$ cat src/hdl/sensor_readout_pkg.sv
// shared constants and types for the row readout sensor and its controller
package sensor_readout_pkg;
	// ********************************
	// clock and timing
	// ********************************
	localparam int CLK_PERIOD_NS   = 50;
	localparam int ROW_BLANK_NS_X10 = 72000;
	localparam int PIXEL_PERIOD_PS  = 25000;
	localparam int ROW_BLANK_CYC_I  = (ROW_BLANK_NS_X10 + CLK_PERIOD_NS * 10 - 1) / (CLK_PERIOD_NS * 10);
	localparam int PIXEL_CYC_I     = (PIXEL_PERIOD_PS / (CLK_PERIOD_NS * 1000)) < 1 ? 1 :
	                                 (PIXEL_PERIOD_PS / (CLK_PERIOD_NS * 1000));
	localparam logic [11:0] ROW_BLANK_CYC = 12'(ROW_BLANK_CYC_I);
	localparam logic [11:0] PIXEL_CYC   = 12'(PIXEL_CYC_I);
	localparam logic [11:0] LINE_MARGIN = 12'h002;

	// ********************************
	// geometry
	// ********************************
	localparam int          PIX_W         = 10;
	localparam int          CNT_W         = 12;
	localparam logic [11:0] MAX_PIXELS    = 12'h8A2;
	localparam logic [11:0] MAX_LINES     = 12'hBBA;
	localparam logic [15:0] COL_STEP      = 16'h0018;

	// ********************************
	// configuration word: address in the top nibble, data below
	// ********************************
	localparam int         CFG_BITS      = 16;
	localparam int         CFG_ADDR_W    = 4;
	localparam int         CFG_DATA_W    = 12;
	localparam int         CFG_ADDR_LSB  = 12;
	localparam logic [3:0] CFG_COL_START = 4'h0;
	localparam logic [3:0] CFG_ROW_START = 4'h1;
	localparam logic [3:0] CFG_MODE      = 4'h2;
	localparam logic [3:0] CFG_WIDTH     = 4'h3;
	localparam int         MODE_INTERLEAVE = 0;
	localparam int         MODE_NONDESTRUCTIVE = 1;
	localparam logic [2:0]  MODE_RST       = 3'h0;
	localparam logic [11:0] COL_START_RST  = 12'h000;
	localparam logic [11:0] ROW_START_RST  = 12'h000;

	// ********************************
	// colour channels
	// ********************************
	typedef enum logic [1:0] {
		CH_GREEN_ON_RED_ROWS  = 2'h0,
		CH_RED                = 2'h1,
		CH_BLUE               = 2'h2,
		CH_GREEN_ON_BLUE_ROWS = 2'h3
	} color_chan_t;
endpackage
$ cat src/hdl/sensor_link_if.sv
// link between the sensor readout and its camera controller
`timescale 1ns/1ps
interface sensor_link_if;
	logic       row_clk;
	logic       frame_start;
	logic       cfg_sclk;
	logic       cfg_sdata;
	logic       cfg_sen;
	logic [9:0] pix_data;
	logic       pix_valid;
	logic       ref_level;
	logic       line_end;

	modport sensor (
		input  row_clk,
		input  frame_start,
		input  cfg_sclk,
		input  cfg_sdata,
		input  cfg_sen,
		output pix_data,
		output pix_valid,
		output ref_level,
		output line_end
	);
	modport controller (
		output row_clk,
		output frame_start,
		output cfg_sclk,
		output cfg_sdata,
		output cfg_sen,
		input  pix_data,
		input  pix_valid,
		input  ref_level,
		input  line_end
	);
endinterface

$ cat src/hdl/image_sensor_row_readout.sv
// sensor end: row sequencer, configuration shifter, converter interleave and colour tagging
// Contract
// [RULE1] row clock pulse starts each line, selects row
// [RULE2] column calibration blanking after selection, before pixels
// [RULE3] one pixel per pixel period during active line; the code gives one per 50 ns clock, the 25 ns period being rounded up
// [RULE4] frame time is lines times blanking-plus-pixels
// [RULE5] two converters interleaved onto one ten-bit output
// [RULE6] multiplexer setting loaded through configuration bus
// [RULE7] shift register start positions loaded serially
// [RULE8] reference on buses in blanking, always in nondestructive
// [RULE9] bayer origin green on red row, two greens
// [RULE10] sequencer makes array timing, controller gives rows
// [RULE11] frame start loads row, row clock loads column
// [RULE12] controller waits whole line before next row
`timescale 1ns/1ps
module image_sensor_row_readout import sensor_readout_pkg::*; (
	input  wire logic               CLK,
	input  wire logic               SYS_RST,
	sensor_link_if.sensor           LINK,
	input  wire logic [PIX_W-1:0]   ADC_EVEN,
	input  wire logic [PIX_W-1:0]   ADC_ODD,
	output color_chan_t             COLOR_CHAN,
	output logic [CNT_W-1:0]        ROW_ADDR,
	output logic [CNT_W-1:0]        COL_ADDR
);
	// ********************************
	// state and registers
	// ********************************
	typedef enum logic [2:0] {
		S_IDLE   = 3'b001,
		S_BLANK  = 3'b010,
		S_ACTIVE = 3'b100
	} seq_state_t;

	seq_state_t          state_r;
	logic [11:0]         blank_cnt_r;
	logic [11:0]         pix_cnt_r;
	logic [11:0]         period_cnt_r;
	logic [11:0]         col_start_r;
	logic [11:0]         row_start_r;
	logic [2:0]          mode_r;
	logic [11:0]         width_r;
	logic [11:0]         row_next_r;
	logic [11:0]         row_sel_r;
	logic [15:0]         col_base_r;
	logic [PIX_W-1:0]    odd_hold_r;
	logic [CFG_BITS-1:0] cfg_shift_r;
	logic [4:0]          cfg_cnt_r;
	logic                sclk_q_r;
	logic                sen_q_r;

	// ********************************
	// decoding
	// ********************************
	function automatic color_chan_t bayer_chan(input logic row_odd, input logic col_odd);
		bayer_chan = color_chan_t'({row_odd, col_odd});
	endfunction

	function automatic logic [15:0] times_step(input logic [11:0] idx);
		times_step = 16'({4'h0, idx} * COL_STEP);
	endfunction

	// shift clock edges come from last cycle's level; both ends run on one clock,
	// so no synchroniser is needed and the edge costs one cycle of latency
	wire               sclk_rise   = LINK.cfg_sclk & ~sclk_q_r;
	wire               word_done   = sen_q_r & ~LINK.cfg_sen & (cfg_cnt_r == 5'(CFG_BITS));
	wire [3:0]         cfg_addr    = cfg_shift_r[CFG_BITS-1:CFG_ADDR_LSB];
	wire [11:0]        cfg_data    = cfg_shift_r[CFG_DATA_W-1:0];
	wire               row_start   = LINK.row_clk & (state_r == S_IDLE);
	// the pixel period rounds up to one clock here, so a pixel flows on every cycle of a line
	wire               pix_tick    = (period_cnt_r == PIXEL_CYC - 12'h001);
	wire               last_pix    = pix_tick & (pix_cnt_r == width_r - 12'h001);
	// absolute column, so colour and address follow a moved window
	wire [15:0]        col_abs     = col_base_r + {4'h0, pix_cnt_r};
	wire               interleave  = mode_r[MODE_INTERLEAVE];
	wire               nondestructive_readout = mode_r[MODE_NONDESTRUCTIVE];
	wire [PIX_W-1:0]   pix_sel     = (interleave & pix_cnt_r[0]) ? odd_hold_r : ADC_EVEN;
	// start and width words are checked here so a bad word cannot leave the array
	wire               width_ok    = (cfg_data != 12'h000) & (cfg_data <= MAX_PIXELS);
	wire               row_ok      = (cfg_data < MAX_LINES);
	wire               col_ok      = (times_step(cfg_data) < {4'h0, MAX_PIXELS});

	// ********************************
	// serial configuration
	// ********************************
	// the sensor never answers a word, so a lost word shows only as an unchanged setting
	always_ff @(posedge CLK) begin
		if (SYS_RST) begin
			sclk_q_r    <= 1'b0;
			sen_q_r     <= 1'b0;
			cfg_shift_r <= '0;
			cfg_cnt_r   <= 5'h00;
		end else begin
			sclk_q_r <= LINK.cfg_sclk;
			sen_q_r  <= LINK.cfg_sen;
			if (!LINK.cfg_sen) begin
				cfg_cnt_r <= 5'h00;
			end else if (sclk_rise && cfg_cnt_r != 5'(CFG_BITS)) begin
				cfg_shift_r <= {cfg_shift_r[CFG_BITS-2:0], LINK.cfg_sdata};  // see [RULE7]
				cfg_cnt_r   <= cfg_cnt_r + 5'h01;
			end
		end
	end

	// a short word is dropped whole, a long word keeps its first 16 bits, out-of-range starts are refused
	always_ff @(posedge CLK) begin
		if (SYS_RST) begin
			col_start_r <= COL_START_RST;
			row_start_r <= ROW_START_RST;
			mode_r      <= MODE_RST;
			width_r     <= MAX_PIXELS;
		end else if (word_done) begin
			if (cfg_addr == CFG_COL_START && col_ok) begin
				col_start_r <= cfg_data;  // see [RULE7]
			end else if (cfg_addr == CFG_ROW_START && row_ok) begin
				row_start_r <= cfg_data;  // see [RULE7]
			end else if (cfg_addr == CFG_MODE) begin
				mode_r <= cfg_data[2:0];  // see [RULE6]
			end else if (cfg_addr == CFG_WIDTH && width_ok) begin
				width_r <= cfg_data;
			end
		end
	end

	// ********************************
	// row sequencer
	// ********************************
	// row clocks arriving during blanking or active pixels are ignored
	// the row counter steps by one per accepted row; running past the array is the controller's concern
	always_ff @(posedge CLK) begin
		if (SYS_RST) begin
			state_r      <= S_IDLE;
			blank_cnt_r  <= 12'h000;
			pix_cnt_r    <= 12'h000;
			period_cnt_r <= 12'h000;
			row_next_r   <= ROW_START_RST;
			row_sel_r    <= ROW_START_RST;
			col_base_r   <= 16'h0000;
		end else begin
			if (LINK.frame_start) begin
				row_next_r <= row_start_r;  // see [RULE11]
			end
			case (state_r)
				S_IDLE: begin
					if (row_start) begin
						row_sel_r   <= LINK.frame_start ? row_start_r : row_next_r;  // see [RULE1]
						row_next_r  <= (LINK.frame_start ? row_start_r : row_next_r) + 12'h001;
						col_base_r  <= times_step(col_start_r);  // see [RULE11]
						blank_cnt_r <= ROW_BLANK_CYC - 12'h001;
						state_r     <= S_BLANK;  // see [RULE10]
					end
				end
				S_BLANK: begin
					if (blank_cnt_r == 12'h000) begin
						pix_cnt_r    <= 12'h000;
						period_cnt_r <= 12'h000;
						state_r      <= S_ACTIVE;  // see [RULE2]
					end else begin
						blank_cnt_r <= blank_cnt_r - 12'h001;
					end
				end
				S_ACTIVE: begin
					// a slower pixel rate only needs a new period constant, the counter is kept
					period_cnt_r <= pix_tick ? 12'h000 : period_cnt_r + 12'h001;  // see [RULE3]
					if (last_pix) begin
						state_r <= S_IDLE;  // see [RULE4]
					end else if (pix_tick) begin
						pix_cnt_r <= pix_cnt_r + 12'h001;
					end
				end
				default: begin
					state_r <= S_IDLE;
				end
			endcase
		end
	end

	// ********************************
	// output stream
	// ********************************
	// the odd converter sample is held so both converters run at half the pixel rate
	always_ff @(posedge CLK) begin
		if (SYS_RST) begin
			odd_hold_r     <= '0;
			LINK.pix_data  <= '0;
			LINK.pix_valid <= 1'b0;
			LINK.ref_level <= 1'b1;
			LINK.line_end  <= 1'b0;
			COLOR_CHAN     <= CH_GREEN_ON_RED_ROWS;
			ROW_ADDR       <= '0;
			COL_ADDR       <= '0;
		end else begin
			if (state_r == S_ACTIVE && pix_tick && !pix_cnt_r[0]) begin
				odd_hold_r <= ADC_ODD;  // see [RULE5]
			end
			LINK.pix_valid <= (state_r == S_ACTIVE) & pix_tick;  // see [RULE3]
			LINK.pix_data  <= (state_r == S_ACTIVE) ? pix_sel : '0;  // see [RULE5]
			LINK.ref_level <= nondestructive_readout | (state_r != S_ACTIVE);  // see [RULE8]
			LINK.line_end  <= (state_r == S_ACTIVE) & last_pix;
			// colour tag rides with the pixel it belongs to, one register stage like the data
			COLOR_CHAN     <= bayer_chan(row_sel_r[0], col_abs[0]);  // see [RULE9]
			ROW_ADDR       <= row_sel_r;
			COL_ADDR       <= col_abs[CNT_W-1:0];
		end
	end
endmodule

$ cat src/flat_wrapper.sv
// flat-port wrapper written by rule: the top's interface ports become plain ports
module image_sensor_row_readout_flat import sensor_readout_pkg::*;
  (CLK, SYS_RST, ADC_EVEN, ADC_ODD, COLOR_CHAN, ROW_ADDR, COL_ADDR, LINK_row_clk, LINK_frame_start, LINK_cfg_sclk, LINK_cfg_sdata, LINK_cfg_sen, LINK_pix_data, LINK_pix_valid, LINK_ref_level, LINK_line_end);
  sensor_link_if LINK_i ();
  input  wire logic CLK;
  input  wire logic SYS_RST;
  input  wire logic [PIX_W-1:0] ADC_EVEN;
  input  wire logic [PIX_W-1:0] ADC_ODD;
  output color_chan_t COLOR_CHAN;
  output logic [CNT_W-1:0] ROW_ADDR;
  output logic [CNT_W-1:0] COL_ADDR;
  input wire logic [$bits(LINK_i.row_clk)-1:0] LINK_row_clk;
  input wire logic [$bits(LINK_i.frame_start)-1:0] LINK_frame_start;
  input wire logic [$bits(LINK_i.cfg_sclk)-1:0] LINK_cfg_sclk;
  input wire logic [$bits(LINK_i.cfg_sdata)-1:0] LINK_cfg_sdata;
  input wire logic [$bits(LINK_i.cfg_sen)-1:0] LINK_cfg_sen;
  output wire logic [$bits(LINK_i.pix_data)-1:0] LINK_pix_data;
  output wire logic [$bits(LINK_i.pix_valid)-1:0] LINK_pix_valid;
  output wire logic [$bits(LINK_i.ref_level)-1:0] LINK_ref_level;
  output wire logic [$bits(LINK_i.line_end)-1:0] LINK_line_end;
  assign LINK_i.row_clk = LINK_row_clk;
  assign LINK_i.frame_start = LINK_frame_start;
  assign LINK_i.cfg_sclk = LINK_cfg_sclk;
  assign LINK_i.cfg_sdata = LINK_cfg_sdata;
  assign LINK_i.cfg_sen = LINK_cfg_sen;
  assign LINK_pix_data = LINK_i.pix_data;
  assign LINK_pix_valid = LINK_i.pix_valid;
  assign LINK_ref_level = LINK_i.ref_level;
  assign LINK_line_end = LINK_i.line_end;
  image_sensor_row_readout u_core (.CLK(CLK), .SYS_RST(SYS_RST), .LINK(LINK_i), .ADC_EVEN(ADC_EVEN), .ADC_ODD(ADC_ODD), .COLOR_CHAN(COLOR_CHAN), .ROW_ADDR(ROW_ADDR), .COL_ADDR(COL_ADDR));
endmodule
$ cat config.mk
export PLATFORM = sky130hd
export DESIGN_NAME = image_sensor_row_readout_flat
export DESIGN_NICKNAME = d
export VERILOG_FILES = /design/src/hdl/sensor_readout_pkg.sv /design/src/hdl/sensor_link_if.sv /design/src/hdl/image_sensor_row_readout.sv /design/src/flat_wrapper.sv
export SDC_FILE = /design/constraint.sdc
export NUM_CORES = 1
export LEC_CHECK = 0
export BUFFER_PORTS_ARGS = -buffer_cell sky130_fd_sc_hd__buf_2
export CAP_MARGIN = 20
export CORE_ASPECT_RATIO = 0.7
export CORE_MARGIN = 3
export CORE_UTILIZATION = 39
export DETAILED_ROUTE_END_ITERATION = 8
export GPL_TIMING_DRIVEN = 1
export PLACE_DENSITY = 0.7
export SLEW_MARGIN = 10
export SYNTH_ARGS = -nofsm -noshare
export SYNTH_HDL_FRONTEND = slang
export SYNTH_SLANG_ARGS = --single-unit
$ cat constraint.sdc
create_clock -name CLK -period 2.8 [get_ports CLK]
set_input_delay 0.42 -clock CLK [delete_from_list [all_inputs] [get_ports CLK]]
set_output_delay 0.42 -clock CLK [all_outputs]
set_load 0.03 [all_outputs]
==> results of run 1 <==
-- power groups by stage --
stage               clock [mW]  sequential (mW)  combinational, mW
global route              2.74             2.60              0.341
detailed placement           0             2.66              0.302
CTS                       2.63             2.60              0.305
floorplan                    0             2.67              0.207
global placement             0             2.65              0.300
finish                    2.58             2.60              0.303
-- final cells by class --
class	instances	area (sq um)
Fill cell	1994	10900
Multi-Input combinational cell	729	4870
Sequential cell	177	3560
Timing Repair Buffer	107	674
Clock buffer	17	425
Tap cell	276	345
Clock inverter	15	220
Inverter	42	158
-- critical path, stage by stage, from the launching register on --
cell,delay (ps)
dfxtp_4,370
ha_4,140
fa_2,230
buf_6,120
a21oi_4,50
or4b_4,550
a31oi_4,170
buf_6,120
xnor2_2,90
o211ai_1,140
a2111oi_4,340
buf_4,190
buf_6,140
mux2i_1,190
nor2_1,50
-- routing by layer --
layer | wire, um | part of all wire
met5 | 20 | 0.0010
met4 | 252 | 0.013
met3 | 862 | 0.044
met2 | 8370 | 0.43
met1 | 10100 | 0.51
-- layout by cell type, fill, tap and decap left out, types with 5 or more instances in the layout --
master and instances:
a211o_1 6, dfxtp_1 170, xnor2_1 36, nand2_1 111, nand2b_1 10, buf_2 64, and3_1 9, or3_1 5
nor4_1 5, a311oi_1 8, mux2i_1 51, a31oi_1 7, o31ai_1 5, nand4_1 9, ha_1 48, inv_1 40
dfxtp_2 5, nor2_1 128, buf_4 37, nor3_1 24, a21o_1 8, buf_6 5, clkbuf_16 17, a211oi_1 20
nand3_1 19, nand3b_1 7, xor2_1 22, a21oi_1 67, nor2b_1 26, and2_1 10, o21ai_0 22
-- state kept, by name (all words and copies together) (netlist names), 2 cells and up --
register              cells
u_core.cfg_shift_r       16
u_core.COL_ADDR          12
u_core.ROW_ADDR          12
u_core.blank_cnt_r       12
u_core.period_cnt_r      12
u_core.pix_cnt_r         12
u_core.row_next_r        12
u_core.row_sel_r         12
u_core.row_start_r       12
u_core.width_r           12
u_core.LINK.pix_data     10
u_core.odd_hold_r        10
u_core.col_base_r         9
u_core.col_start_r        9
u_core.cfg_cnt_r          5
u_core.state_r            3
u_core.mode_r             2
-- how the worst max path moves through the flow --
stage | from | end | slack (ps)
6_report | u_core.cfg_shift_r[1] | u_core.col_start_r[8] | -230
5_1_grt | u_core.cfg_shift_r[1] | u_core.col_start_r[8] | -360
4_1_cts | u_core.cfg_shift_r[1] | u_core.col_start_r[6] | -120
3_5_place_dp | u_core.cfg_shift_r[1] | u_core.col_start_r[7] | -240
3_3_place_gp | u_core.cfg_shift_r[1] | u_core.col_start_r[6] | -140
2_1_floorplan | u_core.cfg_shift_r[1] | u_core.col_start_r[0] | 80
-- synthesized netlist by cell type (10+ instances only) --
library cell,number,area [sq um]
a211oi_1,21,158
a21oi_1,70,350
and2_1,10,62.6
clkbuf_1,32,120
dfxtp_1,177,3540
ha_1,51,638
inv_1,42,158
mux2i_1,51,510
nand2_1,111,417
nand2b_1,10,62.6
nand3_1,20,100
nor2_1,128,480
nor2b_1,26,163
nor3_1,25,125
o21ai_0,22,110
xnor2_1,38,333
xor2_1,22,193
-- kinds of logic (layout without fill, tap and decap cells) --
kind of cell,count (synthesis),in the layout,synth area share
mux,53,53,0.0619
compound gates,175,175,0.130
simple gates,387,387,0.213
flops,177,177,0.411
xor+xnor,60,60,0.0610
buf+inv,88,181,0.0408
fa+ha+maj,54,54,0.0811
-- what timing repair did --
action,4_1_cts,5_1_grt
setup endpoints to repair,9,12
gates cloned,1,0
pin swaps,4,9
setup buffers,3,3
gates resized for setup,14,15
==> results.yml, run 1 <==
floorplanning:
  rows: 44
  dieArea_sq_mm: 0.0239
  boundaryPins: 66
  initial_core_util: 0.406
  core_area_sq_mm: 0.0212
  die_h_um: 130
  die_w_um: 184
timing:
  finalMaxSlewViolations: 0
  hold_ws_ps: 207
  fin_crit_sh: 1.08
  post-route-worst-setup-slack_ps: -226
  fin_crit_ps: 3030
  hold_viol_final: 0
  grt_setup_unrepaired: "yes"
  fin_skew_ps: 18.9
  tns_ps: -1870
  fmax_mhz: 330
  slew_headroom: 0.373
  finalSetupViolCount: 9
  tightest_slew_ps: 940
power_and_ir_drop:
  switching_share: 0.245
  power_mw: 5.48
  clkPwrFrac: 0.471
  seq_power_share: 0.474
  ir_drop_v: 0.000427
  p_per_area_mw_per_mm2: 535
  p_int_mw: 4.14
  leakage_nw: 4.11
  switching_power_mw: 1.34
  pwr-share-comb: 0.055
min_path:
  min_from: "ADC_EVEN[3]"
  hp-class: "in2reg"
  min_to: "u_core.LINK.pix_data[3]"
  min_path_cells: 3
yosys:
  syn_avg_cell_area_sq_um: 8.66
  synth_ff_type: "dfxtp_1"
  synth_edf_count: 0
  yosys_register_bits: 177
  synth_fp_nets: 1075
  ys_async_sr_fraction: 0
  ys_seq_area_frac: 0.411
  yosys_warnings: 0
  synth_area_sq_mm: 0.00861
  synthCells: 994
  synth_cell_types: 62
clock_network:
  cts_tree: "done"
  htreeDepth: 4
  clk_pin_slew_worst_paths_ps: 70
  cts_hold_buf: 0
  cts_root_buf: "clkbuf_16"
  cts_sinks: 177
  clock_path_buffers: 2
  clk_latency_ps: 450
  cts_made_buffers: 17
setup_path:
  path_max_fanout: 5
  r2r.worst_path.cells: 14
  r2r-end: "u_core.col_start_r[8]"
  cp-start-kind: "flip-flop"
  crit_type: "reg2reg"
  cp-end-kind: "flip-flop"
  r2r_start: "u_core.cfg_shift_r[1]"
  cp_data_required_time_ps: 3120
  ff2ff_setup_slack_ps: -230
  arrival_ps: 3350
place:
  pre_cts_ws_ps: -235
  dpl_cell_area_sq_mm: 0.00942
  gp_congestion: 0.880
  hpwl_um: 13600
  dp_cells: 1324
  io_buffers: 65
routing:
  dr.pass1.iters: 6
  drt-total-wl_um: 19600
  wire_per_inst_um: 14.4
  drcViolationCount: 0
  drt_iter0_drc: 395
  via_per_inst: 5.15
  vias: 7019
  postRouteAntennaNets: 0
final_layout:
  layout-drive-gt1-share: 0.168
  final_cells: 1363
  area_growth_pct: 19.0
  post-route-cell-area_sq_mm: 0.0102
  fin_nets: 1155
  fin_util: 0.484
  insertedDiodeCount: 0
global_route:
  grt-ovfl-total: 0
  grt_pass1_wl_um: 32200
  top_usage_layer: "met2"
  use_met2: 0.253
  antenna_found_initial: 1
  grt_util_met3: 0.0437
  grt_max_degree: 112
  grtUsageMet1: 0.234
  grt.total_usage: 0.166
  grt_pass1_vias: 6537
outcome:
  violations: "setup timing"
  status: "complete, but fails checks"
run:
  drv_cap: 0
No activity file was read; power rests on OpenSTA's default activity.
==> run 2: changes to the inputs <==
CORE_UTILIZATION = 46   (was 39)
PLACE_DENSITY = 0.78   (was 0.7)
==> run 2 against run 1 <==
Non-clock buffer count fell by 7; via count increased by 1.2%; die area shrank 15%; sequential power about the same; clock skew down 7.3 ps; clock power fell by 5%; critical path type unchanged; worst hold slack gained 7.7 ps; count of clock-buffer cells in the layout up 2; wire length down 2.0%; highest routed layer is now met4; first-iteration DRC count is 47% higher; largest power group unchanged; register-to-register slack better by 50 ps; the run still ends with setup timing left.
==> results.yml, run 2 (same netlist as run 1, synthesis figures left out) <==
outcome:
  status: "complete, but fails checks"
  violations: "setup timing"
timing:
  slew_headroom: 0.347
  grt_setup_unrepaired: "yes"
  post-route-worst-setup-slack_ps: -178
  fmax_mhz: 336
  finalMaxSlewViolations: 0
  tightest_slew_ps: 978
  hold_viol_final: 0
  fin_crit_sh: 1.06
  fin_skew_ps: 11.6
  finalSetupViolCount: 9
  fin_crit_ps: 2980
setup_path:
  crit_end: "u_core.col_start_r[0]"
  ff2ff_setup_slack_ps: -180
  startpoint: "u_core.cfg_shift_r[5]"
  arrival_ps: 3270
  crit_type: "reg2reg"
  r2r_start: "u_core.cfg_shift_r[5]"
  cp-start-kind: "flip-flop"
  cp-end-kind: "flip-flop"
  r2r-end: "u_core.col_start_r[0]"
  cp_data_required_time_ps: 3090
  r2r.worst_path.cells: 11
  path_max_fanout: 6
place:
  io_buffers: 65
  dpl_cell_area_sq_mm: 0.00933
  gp_congestion: 0.928
  hpwl_um: 13500
  dp_cells: 1280
run:
  drv_cap: 0
global_route:
  antenna_found_initial: 0
  grt_pass1_vias: 6514
  grt_max_degree: 57
  grt.total_usage: 0.190
  grt_pass1_wl_um: 32100
  grt-ovfl-total: 0
routing:
  wl_met2_um: 8560
  top_layer: "met4"
  wire_per_inst_um: 14.6
  postRouteAntennaNets: 0
  drcViolationCount: 0
  drt-total-wl_um: 19200
  drt-met1-wl_um: 9380
  dr.pass1.iters: 5
  wl_met3_um: 1010
  via_per_inst: 5.40
  vias: 7103
  drt_iter0_drc: 581
floorplanning:
  dieArea_sq_mm: 0.0204
  boundaryPins: 66
  die_w_um: 170
  rows: 41
  initial_core_util: 0.473
  die_h_um: 120
  core_area_sq_mm: 0.0182
final_layout:
  largest_reg_flops: 16
  post-route-cell-area_sq_mm: 0.0101
  top_register: "u_core.cfg_shift_r"
  layout-drive-gt1-share: 0.162
  insertedDiodeCount: 0
  layout_commonest_cell: "dfxtp_1"
  final_cells: 1316
  fin_nets: 1148
  most-common-layout-cells: "170 x dfxtp_1, 127 x nor2_1, 111 x nand2_1"
  area_growth_pct: 17.4
clock_network:
  cts_sinks: 177
  clk_pin_slew_worst_paths_ps: 70
  cts_tree: "done"
  cts_made_buffers: 17
  clk_latency_ps: 430
  clock_path_buffers: 2
  cts_hold_buf: 0
  htreeDepth: 4
  cts_root_buf: "clkbuf_16"
min_path:
  hp-class: "in2reg"
power_and_ir_drop:
  power_mw: 5.36
  p_per_area_mw_per_mm2: 530
  leakage_nw: 4.06
  ir_drop_v: 0.000412
-- run 2: worst max-delay path, cell delays in order, from the launching register on --
cell	delay, ps
dfxtp_4	390
inv_1	90
ha_4	290
inv_1	100
or4b_4	560
a31oi_4	170
xnor2_1	130
o211ai_1	160
a2111oi_4	480
buf_4	230
mux2i_1	180
nor2_1	50
-- run 2: layout make-up --
class / count / area [sq um]
fill: 1574 / 8100
timing repair buffer: 100 / 598
sequential: 177 / 3560
multi-input combinational: 729 / 4890
clock buffer: 19 / 453
inverter: 42 / 158
clock inverter: 13 / 165
tap: 236 / 295
-- run 2: how the worst min path moves through the flow --
stage          slack [ps]  cells after the start            startpoint                 endpoint
4_1_cts               210                      2         LINK_cfg_sclk          u_core.sclk_q_r
6_report              220                      2         LINK_cfg_sclk          u_core.sclk_q_r
3_5_place_dp          450                      2   u_core.row_sel_r[2]      u_core.row_sel_r[2]
5_1_grt               220                      3           ADC_EVEN[1]  u_core.LINK.pix_data[1]
2_1_floorplan         420                      1      u_core.mode_r[1]    u_core.LINK.ref_level
3_3_place_gp          440                      2  u_core.odd_hold_r[9]  u_core.LINK.pix_data[9]
-- run 2: repair_timing --
| action | 4_1_cts | 5_1_grt |
|---|---|---|
| pin swaps | 5 | 4 |
| resized for setup | 20 | 8 |
| gates cloned | 1 | 0 |
| endpoints found under the setup margin | 9 | 9 |
| setup buffers | 2 | 1 |
-- run 2: routing by layer --
layer | global-route usage | vias up
met4 | 0.0552 | 0
met3 | 0.0422 | 26
met2 | 0.290 | 179
met5 | 0 | -
li1 | - | 3573
met1 | 0.270 | 3325
-- run 2: metrics by stage --
stage / hold slack, ps / util / setup slack (ps) / setup TNS, ps
final: 215 / 0.555 / -178 / -1450
after global placement: 440 / 0.512 / -135 / -1170
after global routing: 221 / 0.555 / -324 / -2710
after CTS: 208 / 0.553 / -177 / -1460
after floorplan: 416 / - / 79.0 / 0
after detailed placement: 448 / 0.512 / -295 / -2520
-- run 2: report_power, final --
part / switching, mW / internal [mW] / total, mW
Clock: 1.06 / 1.40 / 2.45
Combinational: 0.184 / 0.119 / 0.303
Sequential: 0.0327 / 2.57 / 2.60
Total: 1.28 / 4.08 / 5.36
==> run 3: changes to the inputs <==
CORE_UTILIZATION = 54   (was 46)
PLACE_DENSITY = 0.88   (was 0.78)
SLEW_MARGIN = unset   (was 10)
==> run 3 against run 2 <==
The run still ends with setup timing left; cell area is 0.25% higher; via count is 3.5% higher; count of clock-buffer cells in the layout is 2 lower; total power is 0.30% higher; combinational power is 2% higher; fmax is 5.8% lower; non-clock buffer count is 4 higher; sequential power hardly changed; register-to-register slack worse by 180 ps; wire length is 8.9% higher; largest power group unchanged.
==> results.yml, run 3 (same netlist as run 1, synthesis figures left out) <==
timing:
  fin_crit_ps: 3160
  grt_setup_unrepaired: "yes"
  fmax_mhz: 316
  hold_viol_final: 0
  hold_ws_ps: 220
  finalMaxSlewViolations: 0
  tightest_slew_ps: 980
  fin_crit_sh: 1.13
  post-route-worst-setup-slack_ps: -362
  finalSetupViolCount: 9
  fin_skew_ps: 11.2
  slew_headroom: 0.346
place:
  hpwl_um: 13800
  gp_congestion: 0.937
  dp_cells: 1240
  io_buffers: 65
floorplanning:
  boundaryPins: 66
  die_w_um: 157
  core_area_sq_mm: 0.0151
  die_h_um: 112
  rows: 37
  dieArea_sq_mm: 0.0175
  initial_core_util: 0.569
power_and_ir_drop:
  seq_power_share: 0.484
  p_int_mw: 4.05
  pwr-share-comb: 0.057
  leakage_nw: 4.09
  switching_share: 0.247
  clkPwrFrac: 0.459
  power_mw: 5.37
  p_per_area_mw_per_mm2: 530
  switching_power_mw: 1.33
  ir_drop_v: 0.000279
routing:
  drt-total-wl_um: 20900
  postRouteAntennaNets: 0
  dr.pass1.iters: 5
  via_per_inst: 5.75
  drt_iter0_drc: 669
  wire_per_inst_um: 16.4
  vias: 7349
  drcViolationCount: 0
global_route:
  grt-ovfl-total: 0
  use_met2: 0.374
  antenna_found_initial: 0
  grt.total_usage: 0.237
  grt_pass1_wl_um: 34200
  grt_pass1_vias: 6987
  top_usage_layer: "met2"
  grt_util_met3: 0.0544
  grt_max_degree: 57
  grtUsageMet1: 0.326
final_layout:
  layout-drive-gt1-share: 0.173
  layout_commonest_cell: "dfxtp_1"
  area_growth_pct: 17.7
  largest_reg_flops: 16
  insertedDiodeCount: 0
  final_cells: 1279
  fin_nets: 1152
  top_register: "u_core.cfg_shift_r"
  most-common-layout-cells: "170 x dfxtp_1, 126 x nor2_1, 111 x nand2_1"
  fillers: 1085
clock_network:
  cts_tree: "done"
  clock_path_buffers: 2
  cts_made_buffers: 17
  cts_root_buf: "clkbuf_16"
  cts_sinks: 177
  clk_latency_ps: 430
  htreeDepth: 4
  cts_hold_buf: 0
  clk_pin_slew_worst_paths_ps: 70
setup_path:
  path_max_fanout: 5
  cp_data_required_time_ps: 3110
  cp-start-kind: "flip-flop"
  arrival_ps: 3470
  cp_slowest_cell: "ha_1"
  cp-end-kind: "flip-flop"
  path_cells: "inv_1, ha_1, a21oi_2, nand2_1, o2111ai_2, a31oi_1, or3_1, a2111oi_4, buf_4, buf_6, mux2i_1, nor2_1"
  crit_type: "reg2reg"
  slowest_delay_ps: 400
min_path:
  hp-class: "in2reg"
outcome:
  violations: "setup timing"
  status: "complete, but fails checks"
run:
  drv_cap: 0
## run 3: cell count changes in the layout (fill, tap and decap cells not counted), moves of 2 or more
cell,previous run,this run
a21oi_2,2,5
buf_4,34,36
a21oi_1,69,66
clkbuf_8,2,0
nor2_2,0,2
buf_6,2,4
## run 3: cell type report
type                            instances  area (sq um)  share of cell area
Clock buffer                           17           425              0.0420
Tap cell                              195           244              0.0241
Timing Repair Buffer                  104           636              0.0627
Inverter                               42           158              0.0156
Multi-Input combinational cell        729          4920               0.486
Clock inverter                         15           191              0.0189
Sequential cell                       177          3560               0.351
## run 3: worst paths after layout
kind	slack, ps	cells after the start	to	startpoint
worst min-delay path	220	2	u_core.sclk_q_r	LINK_cfg_sclk
worst max register to register	-360	12	u_core.col_start_r[7]	u_core.cfg_shift_r[6]
worst min register to register	450	2	u_core.LINK.pix_data[7]	u_core.odd_hold_r[7]
worst max-delay path	-360	12	u_core.col_start_r[7]	u_core.cfg_shift_r[6]
## run 3: routing by layer
| layer | wire length [um] | share of wire |
|---|---|---|
| met1 | 9590 | 0.46 |
| met2 | 9580 | 0.46 |
| met3 | 1380 | 0.066 |
| met4 | 368 | 0.018 |
| met5 | 0 | 0 |
## run 3: per-stage QoR
step / worst slack, ps / utilization / cell area (sq um) / setup TNS, ps
floorplan: 79.0 / - / 8650 / 0
global placement: -124 / 0.613 / 9280 / -1090
detailed placement: -242 / 0.613 / 9280 / -1930
CTS: -192 / 0.662 / 10000 / -1340
global route: -417 / 0.670 / 10100 / -3370
finish: -362 / 0.670 / 10100 / -2660
## run 3: what timing repair did
| item | 4_1_cts | 5_1_grt |
|---|---|---|
| endpoints found under the setup margin | 9 | 12 |
| gates resized for setup | 20 | 20 |
| gates cloned | 1 | 0 |
| buffers inserted | 3 | 3 |
| pin swaps | 7 | 11 |
## run 3: power by group through the flow
stage	registers, mW	logic [mW]	clock network (mW)
global placement	2.65	0.292	0
finish	2.60	0.309	2.46
global route	2.60	0.340	2.59
floorplan	2.67	0.207	0
CTS	2.60	0.307	2.48
detailed placement	2.66	0.302	0
## run 3: worst max-delay path: cells and delay by family (launching register included)
family | cells | cell delay (ps)
AOI/OAI and AO/OA | 4 | 1060
and+or+nand+nor | 3 | 600
buffers and inverters | 3 | 420
adders and majority gates | 1 | 400
DFF | 1 | 330
muxes | 1 | 230
